### src/msr_map.vh
`ifndef MSR_MAP_VH
`define MSR_MAP_VH
`define MSR_ADDR_AZ_HIGH 7'h3f
`define MSR_ADDR_AZ_LOW 7'h40
`define MSR_ADDR_TEMP_HIGH 7'h41
`define MSR_ADDR_TEMP_LOW 7'h42
`define MSR_ADDR_RX_HIGH 7'h43
`define MSR_ADDR_RX_LOW 7'h44
`define MSR_ADDR_RY_HIGH 7'h45
`define MSR_ADDR_RY_LOW 7'h46
`define MSR_ADDR_RZ_HIGH 7'h47
`define MSR_ADDR_RZ_LOW 7'h48
`define MSR_ADDR_PATH_RST 7'h68
`define MSR_ADDR_MOTION_CTL 7'h69
`define MSR_ADDR_HOST_CTL 7'h6a
`define MSR_ADDR_PWR_PRIMARY 7'h6b
`define MSR_ADDR_PWR_AXES 7'h6c
`define MSR_ADDR_QCOUNT_HIGH 7'h72
`define MSR_ADDR_QCOUNT_LOW 7'h73
`define MSR_ADDR_QDATA 7'h74
`define MSR_ADDR_IDENTITY 7'h75
`define MSR_ADDR_AX_TRIM_HIGH 7'h77
`define MSR_ADDR_AX_TRIM_LOW 7'h78
`define MSR_ADDR_AY_TRIM_HIGH 7'h7a
`define MSR_ADDR_AY_TRIM_LOW 7'h7b
`define MSR_ADDR_AZ_TRIM_HIGH 7'h7d
`define MSR_ADDR_AZ_TRIM_LOW 7'h7e
`define MSR_RESET_ZERO 8'h00
`define MSR_RESET_PWR_PRIMARY 8'h40
`define MSR_SLEEP_BIT 6
`define MSR_DEVICE_RESET_BIT 7
`define MSR_QCOUNT_WIDTH 13
`endif

### src/msr_regs.v
`timescale 1ns/1ps
`default_nettype none
`include "msr_map.vh"
module msr_regs #(
	parameter [7:0] IDENTITY_CODE = 8'h5a,
	parameter QW = `MSR_QCOUNT_WIDTH
) (
	// Clock and reset.
	input wire clk,
	input wire sys_rst,
	// Register port.
	input wire [6:0] reg_addr,
	input wire reg_wr,
	input wire reg_rd,
	input wire [7:0] reg_wdata,
	output reg [7:0] reg_rdata,
	// Sensor datapath.
	input wire [15:0] accel_z_measurement,
	input wire [15:0] temperature_measurement,
	input wire [15:0] rate_x_measurement,
	input wire [15:0] rate_y_measurement,
	input wire [15:0] rate_z_measurement,
	input wire [QW-1:0] queue_count,
	input wire [7:0] queue_rdata,
	output reg queue_read_pulse,
	output reg queue_write_pulse,
	output reg [7:0] queue_wdata,
	// Control out.
	output reg measure_enable,
	output reg [7:0] path_reset_out,
	output reg [7:0] motion_ctl_out,
	output reg [7:0] host_ctl_out,
	output reg [7:0] pwr_primary_out,
	output reg [7:0] pwr_axes_out,
	output reg [44:0] accel_trim_out
);
	// ****************************************
	// Control registers
	// ****************************************
	reg [7:0] path_rst_reg;
	reg [7:0] motion_ctl_reg;
	reg [7:0] host_ctl_reg;
	reg [7:0] pwr_primary_reg;
	reg [7:0] pwr_axes_reg;
	reg [79:0] snap_reg;
	wire asleep;
	wire wr_ok;
	wire soft_rst;
	assign asleep = pwr_primary_reg[`MSR_SLEEP_BIT];
	// Writes while asleep go only to the power registers.
	assign wr_ok = reg_wr & ~asleep;
	assign soft_rst = wr_pwr_primary & reg_wdata[`MSR_DEVICE_RESET_BIT];
	// ****************************************
	// Write decode
	// ****************************************
	// The power registers stay writable while asleep so the host can wake.
	wire wr_path_rst;
	wire wr_motion_ctl;
	wire wr_host_ctl;
	wire wr_pwr_primary;
	wire wr_pwr_axes;
	wire wr_qdata;
	wire rd_qdata;
	wire wr_ax_hi;
	wire wr_ax_lo;
	wire wr_ay_hi;
	wire wr_ay_lo;
	wire wr_az_hi;
	wire wr_az_lo;
	assign wr_path_rst = wr_ok && reg_addr == `MSR_ADDR_PATH_RST;
	assign wr_motion_ctl = wr_ok && reg_addr == `MSR_ADDR_MOTION_CTL;
	assign wr_host_ctl = wr_ok && reg_addr == `MSR_ADDR_HOST_CTL;
	assign wr_pwr_primary = reg_wr && reg_addr == `MSR_ADDR_PWR_PRIMARY;
	assign wr_pwr_axes = reg_wr && reg_addr == `MSR_ADDR_PWR_AXES;
	assign wr_qdata = wr_ok && reg_addr == `MSR_ADDR_QDATA;
	assign rd_qdata = reg_rd && reg_addr == `MSR_ADDR_QDATA;
	assign wr_ax_hi = wr_ok && reg_addr == `MSR_ADDR_AX_TRIM_HIGH;
	assign wr_ax_lo = wr_ok && reg_addr == `MSR_ADDR_AX_TRIM_LOW;
	assign wr_ay_hi = wr_ok && reg_addr == `MSR_ADDR_AY_TRIM_HIGH;
	assign wr_ay_lo = wr_ok && reg_addr == `MSR_ADDR_AY_TRIM_LOW;
	assign wr_az_hi = wr_ok && reg_addr == `MSR_ADDR_AZ_TRIM_HIGH;
	assign wr_az_lo = wr_ok && reg_addr == `MSR_ADDR_AZ_TRIM_LOW;
	always @(posedge clk) begin
		if (sys_rst | soft_rst) begin
			path_rst_reg <= `MSR_RESET_ZERO;
			motion_ctl_reg <= `MSR_RESET_ZERO;
			host_ctl_reg <= `MSR_RESET_ZERO;
			pwr_primary_reg <= `MSR_RESET_PWR_PRIMARY;
			pwr_axes_reg <= `MSR_RESET_ZERO;
		end else begin
			if (wr_path_rst) begin
				path_rst_reg <= reg_wdata;
			end
			if (wr_motion_ctl) begin
				motion_ctl_reg <= reg_wdata;
			end
			if (wr_host_ctl) begin
				host_ctl_reg <= reg_wdata;
			end
			if (wr_pwr_primary) begin
				pwr_primary_reg <= reg_wdata;
			end
			if (wr_pwr_axes) begin
				pwr_axes_reg <= reg_wdata;
			end
		end
	end
	// ****************************************
	// Measurement capture
	// ****************************************
	// Sampling freezes while asleep so the host sees the last value held.
	always @(posedge clk) begin
		if (sys_rst) begin
			snap_reg <= 80'h0;
		end else if (!asleep) begin
			snap_reg <= {accel_z_measurement, temperature_measurement,
				rate_x_measurement, rate_y_measurement, rate_z_measurement};
		end
	end
	wire [7:0] m_hi [0:4];
	wire [7:0] m_lo [0:4];
	genvar g;
	generate
		for (g = 0; g < 5; g = g + 1) begin : gen_split
			msr_split16 u_split (
				.value(snap_reg[79-16*g -: 16]),
				.high_byte(m_hi[g]),
				.low_byte(m_lo[g])
			);
		end
	endgenerate
	// ****************************************
	// Accelerometer trim
	// ****************************************
	wire [14:0] trim_x;
	wire [14:0] trim_y;
	wire [14:0] trim_z;
	wire [7:0] tx_hi;
	wire [7:0] tx_lo;
	wire [7:0] ty_hi;
	wire [7:0] ty_lo;
	wire [7:0] tz_hi;
	wire [7:0] tz_lo;
	msr_trim15 u_trim_x (
		.clk(clk),
		.sys_rst(sys_rst),
		.wr_high(wr_ax_hi),
		.wr_low(wr_ax_lo),
		.wdata(reg_wdata),
		.trim(trim_x),
		.high_byte(tx_hi),
		.low_byte(tx_lo)
	);
	msr_trim15 u_trim_y (
		.clk(clk),
		.sys_rst(sys_rst),
		.wr_high(wr_ay_hi),
		.wr_low(wr_ay_lo),
		.wdata(reg_wdata),
		.trim(trim_y),
		.high_byte(ty_hi),
		.low_byte(ty_lo)
	);
	msr_trim15 u_trim_z (
		.clk(clk),
		.sys_rst(sys_rst),
		.wr_high(wr_az_hi),
		.wr_low(wr_az_lo),
		.wdata(reg_wdata),
		.trim(trim_z),
		.high_byte(tz_hi),
		.low_byte(tz_lo)
	);
	// ****************************************
	// Read mux
	// ****************************************
	reg [7:0] rd_next;
	wire [15:0] qcount16;
	assign qcount16 = {{(16-QW){1'b0}}, queue_count};
	always @* begin
		case (reg_addr)
		`MSR_ADDR_AZ_HIGH: rd_next = m_hi[0];
		`MSR_ADDR_AZ_LOW: rd_next = m_lo[0];
		`MSR_ADDR_TEMP_HIGH: rd_next = m_hi[1];
		`MSR_ADDR_TEMP_LOW: rd_next = m_lo[1];
		`MSR_ADDR_RX_HIGH: rd_next = m_hi[2];
		`MSR_ADDR_RX_LOW: rd_next = m_lo[2];
		`MSR_ADDR_RY_HIGH: rd_next = m_hi[3];
		`MSR_ADDR_RY_LOW: rd_next = m_lo[3];
		`MSR_ADDR_RZ_HIGH: rd_next = m_hi[4];
		`MSR_ADDR_RZ_LOW: rd_next = m_lo[4];
		`MSR_ADDR_PATH_RST: rd_next = path_rst_reg;
		`MSR_ADDR_MOTION_CTL: rd_next = motion_ctl_reg;
		`MSR_ADDR_HOST_CTL: rd_next = host_ctl_reg;
		`MSR_ADDR_PWR_PRIMARY: rd_next = pwr_primary_reg;
		`MSR_ADDR_PWR_AXES: rd_next = pwr_axes_reg;
		`MSR_ADDR_QCOUNT_HIGH: rd_next = qcount16[15:8];
		`MSR_ADDR_QCOUNT_LOW: rd_next = qcount16[7:0];
		`MSR_ADDR_QDATA: rd_next = queue_rdata;
		`MSR_ADDR_IDENTITY: rd_next = IDENTITY_CODE;
		`MSR_ADDR_AX_TRIM_HIGH: rd_next = tx_hi;
		`MSR_ADDR_AX_TRIM_LOW: rd_next = tx_lo;
		`MSR_ADDR_AY_TRIM_HIGH: rd_next = ty_hi;
		`MSR_ADDR_AY_TRIM_LOW: rd_next = ty_lo;
		`MSR_ADDR_AZ_TRIM_HIGH: rd_next = tz_hi;
		`MSR_ADDR_AZ_TRIM_LOW: rd_next = tz_lo;
		default: rd_next = `MSR_RESET_ZERO;
		endcase
	end
	// ****************************************
	// Registered outputs
	// ****************************************
	always @(posedge clk) begin
		if (sys_rst) begin
			reg_rdata <= `MSR_RESET_ZERO;
			queue_read_pulse <= 1'b0;
			queue_write_pulse <= 1'b0;
			queue_wdata <= `MSR_RESET_ZERO;
			measure_enable <= 1'b0;
			path_reset_out <= `MSR_RESET_ZERO;
			motion_ctl_out <= `MSR_RESET_ZERO;
			host_ctl_out <= `MSR_RESET_ZERO;
			pwr_primary_out <= `MSR_RESET_PWR_PRIMARY;
			pwr_axes_out <= `MSR_RESET_ZERO;
			accel_trim_out <= 45'h0;
		end else begin
			if (reg_rd) begin
				reg_rdata <= rd_next;
			end
			queue_read_pulse <= rd_qdata;
			queue_write_pulse <= wr_qdata;
			if (wr_qdata) begin
				queue_wdata <= reg_wdata;
			end
			measure_enable <= ~asleep;
			path_reset_out <= path_rst_reg;
			motion_ctl_out <= motion_ctl_reg;
			host_ctl_out <= host_ctl_reg;
			pwr_primary_out <= pwr_primary_reg;
			pwr_axes_out <= pwr_axes_reg;
			accel_trim_out <= {trim_x, trim_y, trim_z};
		end
	end
endmodule
`default_nettype wire

### src/msr_split16.v
`timescale 1ns/1ps
`default_nettype none
module msr_split16 (
	// Measurement in.
	input wire [15:0] value,
	// Byte views.
	output wire [7:0] high_byte,
	output wire [7:0] low_byte
);
	assign high_byte = value[15:8];
	assign low_byte = value[7:0];
endmodule
`default_nettype wire

### src/msr_trim15.v
`timescale 1ns/1ps
`default_nettype none
module msr_trim15 (
	// Clock and reset.
	input wire clk,
	input wire sys_rst,
	// Byte writes.
	input wire wr_high,
	input wire wr_low,
	input wire [7:0] wdata,
	// Offset and byte views.
	output wire [14:0] trim,
	output wire [7:0] high_byte,
	output wire [7:0] low_byte
);
	reg [14:0] trim_reg;
	always @(posedge clk) begin
		if (sys_rst) begin
			trim_reg <= 15'h0000;
		end else begin
			if (wr_high) begin
				trim_reg[14:7] <= wdata;
			end
			if (wr_low) begin
				trim_reg[6:0] <= wdata[7:1];
			end
		end
	end
	assign trim = trim_reg;
	assign high_byte = trim_reg[14:7];
	// The unused low bit reads as zero.
	assign low_byte = {trim_reg[6:0], 1'b0};
endmodule
`default_nettype wire

### config.mk
export PLATFORM = sky130hd
export DESIGN_NAME = msr_regs
export DESIGN_NICKNAME = d
export VERILOG_FILES = /design/src/msr_regs.v /design/src/msr_split16.v /design/src/msr_trim15.v
export VERILOG_INCLUDE_DIRS = /design/src
export SDC_FILE = /design/constraint.sdc
export NUM_CORES = 1
export LEC_CHECK = 0
export BUFFER_PORTS_ARGS = -buffer_cell sky130_fd_sc_hd__buf_2
export CAP_MARGIN = 20
export CORE_MARGIN = 3
export CORE_UTILIZATION = 55
export CTS_BUF_LIST = sky130_fd_sc_hd__clkbuf_8
export DETAILED_ROUTE_END_ITERATION = 6
export HOLD_SLACK_MARGIN = 0.1
export PLACE_DENSITY_LB_ADDON = 0.2
export SYNTH_ARGS = -nofsm -noshare
export SYNTH_HDL_FRONTEND = slang
export SYNTH_HIERARCHICAL = 1
export SYNTH_SLANG_ARGS = --single-unit
export TNS_END_PERCENT = 20
### constraint.sdc
create_clock -name clk -period 5.54 [get_ports clk]
set_input_delay 1.385 -clock clk [delete_from_list [all_inputs] [get_ports clk]]
set_output_delay 1.385 -clock clk [all_outputs]
set_load 0.005 [all_outputs]
==> results.md, run 1 <==
Status:
- The flow ran to the end, and the final reports show no timing, DRC or antenna violations.

STA:
- The final worst-path cycle share is 0.696.
- The max-slew violation total from the final report is 0.
- The setup skew after layout is 20.0 ps.
- Setup repair after global routing left no endpoint under its margin.
- For the pin with the worst max-slew slack, the measured transition is 1040 ps.
- The clock period could shrink to 3860 ps.
- After routing, the total negative slack on setup checks comes to 0 ps.
- The count of endpoints failing setup in the final report is 0.
- The number of hold violations in the final report was 0.
- The worst pin sits at a relative slew slack of 0.299.
- Static timing analysis puts the maximum clock frequency at 259 MHz.

Synth:
- The warning count from the yosys run is 6.
- The post-synthesis register bit count is 269.
- In this run, synthesis inferred 0 flip-flops with an integrated enable.
- The sequential element share of the synthesized area is 0.455.
- Counting every net in the synthesized netlist gives 1,363.
- The count of mapped cells out of synthesis is 1,243.
- For this run, the leading register cell type out of synthesis is sky130_fd_sc_hd__dfxtp_1.
- The post-synthesis average cell area is 9.51 µm².
- In this run, distinct cell masters in the synthesized netlist total 67.
- The post-synthesis async set-or-reset flop share is 0.
- The synthesized cell area is 11,800 µm².

Finish:
- The layout has 1,879 filler cells.
- The filler-free cell count of the finished design is 1,628.
- The area occupied by multi-input gates is 4990 µm².
- From synthesis to final layout, the design area changed by 8.91%.
- For this run, the post-layout net count is 1,442.
- In the final layout, flip-flops and latches occupy 5390 µm².
- The proportion of layout cells with a drive suffix above 1 is 0.241.
- The antenna diode instance count is 0.
- The number of flip-flops in the largest register is 80.

Clocking:
- The post-CTS setup-driven buffer insertion count is 0.
- The buffer depth of the longest clock path is 3.
- The clock edge transition at the registers on the reported setup and hold paths is 60 ps.
- The tree is rooted in a sky130_fd_sc_hd__clkbuf_8.
- TritonCTS built the clock tree.
- The CTS sink count is 269.
- The clock reaches the later pin of the worst-skew pair after 550 ps.
- After clock tree synthesis, the flow added hold-fix buffers numbering 0.
- The total number of H-tree levels is 2.
- The number of buffers created by CTS is 44.
- The post-CTS resize count is 0.

Die:
- The vertical die dimension is 153 µm.
- The core region is 21,100 µm².
- From left edge to right edge, the die measures 153 µm.
- The initial utilization of the core area, before any placement, comes to 0.561.
- The count of pins on the block boundary is 224.
- Row generation in the floorplan step produced 53 rows.
- The area of the die is 23,300 µm².

Power:
- Across the VDD grid, the largest voltage drop is 0.000222 V.
- The leakage power is 5.94 nW.
- The power density over the cells is 300 nW/µm².
- The power share of the sequential group is 0.502.
- The net switching power figure is 894 µW.
- The internal power summed over all cells is 2.97 mW.
- The switching portion of total power is 0.231.
- Of the total power, the clock network draws 0.447.
- The part of the total power dissipated in combinational logic is 0.052.

Worst setup path:
- The worst endpoint data arrival time is 4240 ps.
- STA puts the critical path data required time at 5920 ps.
- Of all nets on the critical path, the largest fanout is 33.
- The minimum setup slack among reg-to-reg paths is 3160 ps.
- The category of the worst setup path launch point is an input pin.
- STA classifies the critical path endpoint as a register.
- The kind of critical path is input pin to register.

Drt:
- The total wirelength of the detailed-routed design is 34,200 µm.
- The post-detailed-route wirelength per cell is 21.0 µm.
- The antenna violation net count after detailed routing is 0.
- The violation count after the first detailed-route iteration is 682.
- The via count is 9,091.
- The routed via count divided by cell count is 5.58.
- The detailed-routing iteration count for the pre-antenna-repair pass is 5.
- After detailed routing, the number of remaining DRC violations is 0.

Run:
- Across the run, the number of max-cap violations was 0.

Global route:
- The number of global-route vias before repair was 8,752.
- The most utilized layer in the global route result is met2.
- In the global route stage, overall resource usage came out at 0.282.
- The fraction of met3 tracks used by global routing is 0.0738.
- Global routing finished with a remaining overflow of 0.
- In the global route stage, met1 resource usage came out at 0.373.
- The pin count of the biggest net entering global routing is 89.
- The global-route wire length before repair is 51,500 µm.
- The number of antenna violations at the first check in global routing was 0.
- For this run, global-route usage on met2 was measured as 0.440.

Placement:
- Including well taps, the total number of placed cells is 1,551.
- The wire-length estimate of the detail-placed layout is 24,900 µm.
- At the end of routability-driven placement, the weighted congestion stood at 1.06.
- The count of buffers inserted at the top-level ports is 223.

Min path:
- The min-delay analysis places its worst path in the category register to register.
[final cells by class]
class | count | area share
tap | 275 | 0.0267
sequential | 269 | 0.418
inverter | 5 | 0.00165
multi-input combinational | 764 | 0.388
clock buffer | 54 | 0.0577
clock inverter | 23 | 0.0118
timing repair buffer | 238 | 0.0959
[worst max-delay path, cell delays in order]
cell and delay [ps]:
sky130_fd_sc_hd__buf_2 640, sky130_fd_sc_hd__buf_4 440, sky130_fd_sc_hd__mux2_2 370, sky130_fd_sc_hd__a22o_1 170, sky130_fd_sc_hd__a22oi_1 220, sky130_fd_sc_hd__nor2_1 70, sky130_fd_sc_hd__a2111oi_0 730, sky130_fd_sc_hd__a32oi_1 190
[Yosys cell counts, drive strengths merged, types with 3 or more instances]
library cell | number | area, µm²
and2 | 4 | 25.0
o21ai | 12 | 60.1
buf | 167 | 1210
o22ai | 7 | 43.8
nand2b | 7 | 43.8
nor3 | 15 | 75.1
nor4 | 4 | 31.3
o31ai | 4 | 30.0
nor2b | 96 | 601
nand4 | 3 | 18.8
inv | 5 | 21.3
nand3 | 21 | 105
a21oi | 37 | 185
mux2 | 17 | 191
a31oi | 4 | 25.0
a2111oi | 4 | 35.0
nor4b | 4 | 41.3
a32o | 11 | 110
mux2i | 162 | 1620
nor3b | 7 | 52.6
a32oi | 11 | 96.3
and3 | 7 | 45.1
a221oi | 5 | 43.8
a22o | 4 | 35.0
a22oi | 28 | 210
nor2 | 173 | 649
conb | 3 | 11.3
nand2 | 78 | 293
dfxtp | 269 | 5390
clkbuf | 38 | 213
[kinds of logic (layout without fill, tap and decap cells)]
family                 Yosys count  after routing  synth area share
AND/OR/NAND/NOR                431            431             0.176
flip-flops                     269            269             0.455
buffers and inverters          210            320             0.122
multiplexers                   179            179             0.153
AO/OA/AOI/OAI                  150            150            0.0911
other                            3              3          0.000952
XOR/XNOR                         1              1          0.000741
[per-stage QoR]
step / util / hold slack, ps / power [mW] / setup WS (ps) / instance area [µm²]
after floorplan: - / 440 / 2.09 / 2640 / 11800
final: 0.611 / 453 / 3.86 / 1680 / 12900
after global placement: 0.568 / 444 / 2.18 / 1330 / 12000
after CTS: 0.611 / 455 / 3.88 / 1840 / 12900
after detailed placement: 0.568 / 447 / 2.17 / 1280 / 12000
after global routing: 0.611 / 482 / 3.99 / 1640 / 12900
[routing by layer]
| layer | vias to the layer above | wire length [µm] |
|---|---|---|
| li1 | 4308 | - |
| met2 | 426 | 15100 |
| met3 | 98 | 3050 |
| met5 | - | 0 |
| met1 | 4259 | 14500 |
| met4 | 0 | 1540 |
[layout by cell type (no fill, tap or decap), types with 2 or more instances in the layout]
cell type                   Yosys  final
sky130_fd_sc_hd__a32o_1        11     11
sky130_fd_sc_hd__a32oi_1       11     11
sky130_fd_sc_hd__conb_1         3      3
sky130_fd_sc_hd__a22oi_1       28     28
sky130_fd_sc_hd__nand2b_1       7      7
sky130_fd_sc_hd__clkbuf_8       7     54
sky130_fd_sc_hd__nand2_1       78     78
sky130_fd_sc_hd__o21ai_0       12     12
sky130_fd_sc_hd__and3_1         6      6
sky130_fd_sc_hd__buf_4        133     15
sky130_fd_sc_hd__buf_2         20    222
sky130_fd_sc_hd__a22o_1         4      4
sky130_fd_sc_hd__dfxtp_1      269    268
sky130_fd_sc_hd__nor2b_1       96     96
sky130_fd_sc_hd__a221o_1        2      2
sky130_fd_sc_hd__nor3b_1        7      7
sky130_fd_sc_hd__mux2_2        17     17
sky130_fd_sc_hd__a21oi_1       37     37
sky130_fd_sc_hd__a2111oi_0      4      4
sky130_fd_sc_hd__mux2i_1      162    162
sky130_fd_sc_hd__a221oi_1       5      5
sky130_fd_sc_hd__o221ai_1       2      2
sky130_fd_sc_hd__o31ai_1        4      4
sky130_fd_sc_hd__o22ai_1        7      7
sky130_fd_sc_hd__o211a_1        2      2
sky130_fd_sc_hd__a31oi_1        4      4
sky130_fd_sc_hd__a211oi_1       2      2
sky130_fd_sc_hd__nand4_1        3      3
sky130_fd_sc_hd__clkinv_2       0      3
sky130_fd_sc_hd__nor4_1         3      3
sky130_fd_sc_hd__or4_1          2      2
sky130_fd_sc_hd__nor2_1       173    173
sky130_fd_sc_hd__bufinv_16      0      2
sky130_fd_sc_hd__a41oi_1        2      2
sky130_fd_sc_hd__nand3b_1       2      2
sky130_fd_sc_hd__nor3_1        15     15
sky130_fd_sc_hd__inv_1          4     20
sky130_fd_sc_hd__nand3_1       21     21
sky130_fd_sc_hd__and2_1         4      4
sky130_fd_sc_hd__nor4b_1        3      3
[final timing paths]
| path | from | to | cells after the start |
|---|---|---|---|
| worst max-delay path | reg_addr[0] | reg_rdata[2] | 8 |
| worst min-delay path | queue_wdata[4] | queue_wdata[4] | 2 |
| worst max register to register | pwr_primary_reg[6] | u_trim_y/trim[4] | 5 |
| worst min register to register | queue_wdata[4] | queue_wdata[4] | 2 |
[power by group through the flow]
stage / clock network, mW / logic (mW) / registers, mW
floorplan: 0 / 0.107 / 1.98
global placement: 0 / 0.195 / 1.98
detailed placement: 0 / 0.194 / 1.98
CTS: 1.75 / 0.195 / 1.94
global route: 1.84 / 0.212 / 1.94
finish: 1.73 / 0.199 / 1.94
Power figures use the tool's default switching activity.
==> run 2, diff against run 1 <==
--- a/config.mk
+++ b/config.mk
@@ -9,7 +9,7 @@
 export BUFFER_PORTS_ARGS = -buffer_cell sky130_fd_sc_hd__buf_2
 export CAP_MARGIN = 20
 export CORE_MARGIN = 3
-export CORE_UTILIZATION = 55
+export CORE_UTILIZATION = 52
 export CTS_BUF_LIST = sky130_fd_sc_hd__clkbuf_8
 export DETAILED_ROUTE_END_ITERATION = 6
 export HOLD_SLACK_MARGIN = 0.1
==> constraint.sdc (replaced) <==
create_clock -name clk -period 3.3 [get_ports clk]
set_input_delay 0.825 -clock clk [delete_from_list [all_inputs] [get_ports clk]]
set_output_delay 0.825 -clock clk [all_outputs]
set_load 0.005 [all_outputs]
==> results.md, run 2 (synthesis gave the netlist of run 1 again) <==
Drt:
- The violation count after the first detailed-route iteration is 737 (+8.1%).
- The routed via count divided by cell count is 5.47 (-2.1%).
- The antenna violation net count after detailed routing came to 0 (unchanged).
- The DRC violations left was 0 (unchanged).
- The post-detailed-route wirelength per cell was 21.5 µm (+2.3%).
- The total wirelength of the detailed-routed design is 35,700 µm (+4.4%).
- The detailed-routing iteration count for the pre-antenna-repair pass is 5 (unchanged).
- The via count is 9,088 (-0.033%).

Worst setup path:
- The critical path goes through buf_2 -> nand4b_1 -> nor2_1 -> and2_1 -> a21o_1 -> buf_4 -> nor2_1.
- By startpoint and endpoint, the worst setup path is classified as input pin to register.
- The delay of the slowest cell on the worst path is 410 ps (-320 ps).
- Counting stages on the worst path, the most repeated cell is sky130_fd_sc_hd__nor2_1.
- The buffer and inverter count on the worst path is 2 (unchanged).
- The highest fanout seen on the critical path came to 25 (-24%).
- The category of the worst setup path launch point is an input pin.
- The worst endpoint data arrival time came to 2840 ps (-1400 ps).
- The cell family contributing the most delay on the critical path is simple AND/OR/NAND/NOR gates.
- The data required time at the worst endpoint is 3720 ps (-2200 ps).
- The worst setup path is captured at a register.
- The cell with the largest stage delay on the worst path is sky130_fd_sc_hd__buf_2.

Clocking:
- The CTS sink count was 269 (unchanged).
- The total number of H-tree levels came to 2 (unchanged).
- The clock root buffer is sky130_fd_sc_hd__clkbuf_8.
- The hold buffer count at cts is 0 (unchanged).
- The post-CTS setup-driven buffer insertion count is 0 (unchanged).
- The post-CTS resize count was 0 (unchanged).
- The number of buffers created by CTS came to 43 (-2.3%).
- The clock edge transition at the registers on the reported setup and hold paths is 60 ps (about the same).
- The insertion delay to the later sink of the worst-skew pair is 540 ps (about the same).
- The buffer depth of the longest clock path is 3 (unchanged).
- TritonCTS built the clock tree.

Finish:
- The proportion of layout cells with a drive suffix above 1 is 0.258 (+0.0167).
- The most frequent standard cell in the layout excluding fill and tap cells is sky130_fd_sc_hd__dfxtp_1.
- The final cell area excluding filler cells was 13,100 µm² (+2.0%).
- The antenna diode instance count is 0 (unchanged).
- The filler-free cell count of the finished design is 1,662 (+2.1%).
- The number of flip-flops in the largest register is 80 (unchanged).
- In the layout the commonest cells are sky130_fd_sc_hd__dfxtp_1, sky130_fd_sc_hd__buf_2, sky130_fd_sc_hd__nor2_1.
- The synthesis-to-layout area growth is 11.1%.
- The number of nets in the final layout was 1,470 (+1.9%).

Global route:
- The number of global-route vias before repair was 8,757 (+0.057%).
- The number of antenna violations at the first check in global routing was 1 (+1).
- The met1 usage is 0.379 (+0.00618).
- The pin count of the biggest net entering global routing came to 171 (+92%).
- In this run the most used layer during global routing was met2.
- The fraction of met2 tracks used by global routing came to 0.446 (+0.00662).
- The fraction of met3 tracks used by global routing is 0.0608 (-0.0130).
- The all-layer global routing usage is 0.284 (+0.00229).
- The overflow left after global routing is 0 (unchanged).
- The global-route wire length before repair is 53,100 µm (+3.0%).

Placement:
- The instance count after placement with tap cells included came to 1,585 (+2.2%).
- The routability congestion estimate is 0.997 (-6.4%).
- The cell area after placement is 12,300 µm² (+2.4%).
- The detailed-placement wirelength estimate is 26,400 µm (+6.1%).
- The count of buffers inserted at the top-level ports is 223 (unchanged).

Power:
- The largest voltage drop on the vdd net is 0.000329 V (+49%).
- The leakage power came to 6.10 nW (+2.7%).
- The power density over the cells was 492 nW/µm² (+64%).

Die:
- The vertical die dimension is 157 µm (+2.7%).
- The core footprint is 22,100 µm² (+4.8%).
- The area of the die is 24,600 µm² (+5.5%).
- The count of pins on the block boundary is 224 (unchanged).
- The width of the die is 157 µm (+2.7%).
- The row count is 54 (+1.9%).
- The starting utilization of the core area is 0.535 (-0.0255).

STA:
- Setup repair after global routing left no endpoint under its margin.
- The max-slew violation total from the final report came to 0 (unchanged).
- The number of hold violations in the final report is 0 (unchanged).
- The slew at the pin with the worst max-slew slack is 781 ps (-263 ps).
- The count of endpoints failing setup in the final report is 0 (unchanged).
- In the finished design, the share of the clock period the worst path needs comes to 0.733.
- The summed negative setup slack over all endpoints is 0 ps (unchanged).
- The worst slew margin relative to its limit was 0.480 (+0.181).
- The setup skew after layout was 15.1 ps (-4.89 ps).
- The highest attainable clock frequency is 413 MHz.
- Counting I/O delays and the setup requirement, the final critical path takes 2420 ps.

Min path:
- The min-delay analysis places its worst path in the category register to register.

Run:
- The number of max-cap violations came to 0 (unchanged).

Status:
- The flow ran to the end, and the final reports show no timing, DRC or antenna violations.
[run 2: worst paths after layout]
kind	start	endpoint	slack, ps	cells past startpoint
hold / removal	queue_wdata[5]	queue_wdata[5]	460	2
hold reg to reg	queue_wdata[5]	queue_wdata[5]	460	2
setup / recovery	reg_addr[3]	host_ctl_reg[4]	880	7
setup reg to reg	snap_reg[10]	reg_rdata[2]	1380	6
[run 2: power by group]
part | switching, mW | leakage, nW | internal [mW] | total [mW]
Clock | 1.29 | 0.507 | 1.55 | 2.85
Combinational | 0.238 | 3.42 | 0.121 | 0.360
Sequential | 0.00292 | 2.17 | 3.25 | 3.25
[run 2: layout make-up]
cell class                 count  area [µm²]
inverter                       5        21.3
tap                          280         350
multi-input combinational    764        4990
clock inverter                23         128
sequential                   269        5390
clock buffer                  54         743
fill                        2010        8950
timing repair buffer         267        1520
[run 2: per-layer routing]
layer | wire length [µm] | up-vias
li1 | - | 4368
met1 | 15300 | 4188
met2 | 16000 | 427
met3 | 2820 | 103
met4 | 1590 | 2
met5 | 10 | -
[run 2: per-stage QoR]
stage | util | hold WS, ps | total power [mW] | worst slack (ps)
2_1_floorplan | - | 440 | 3.50 | 959
3_3_place_gp | 0.555 | 441 | 3.68 | 419
3_5_place_dp | 0.555 | 451 | 3.68 | 389
4_1_cts | 0.595 | 460 | 6.51 | 966
5_1_grt | 0.595 | 472 | 6.68 | 723
6_report | 0.595 | 458 | 6.46 | 880
[run 2: worst min-delay path, stage by stage, from the launching register on]
cell	delay, ps
sky130_fd_sc_hd__dfxtp_1	300
sky130_fd_sc_hd__nand2_1	50
sky130_fd_sc_hd__a21oi_1	60
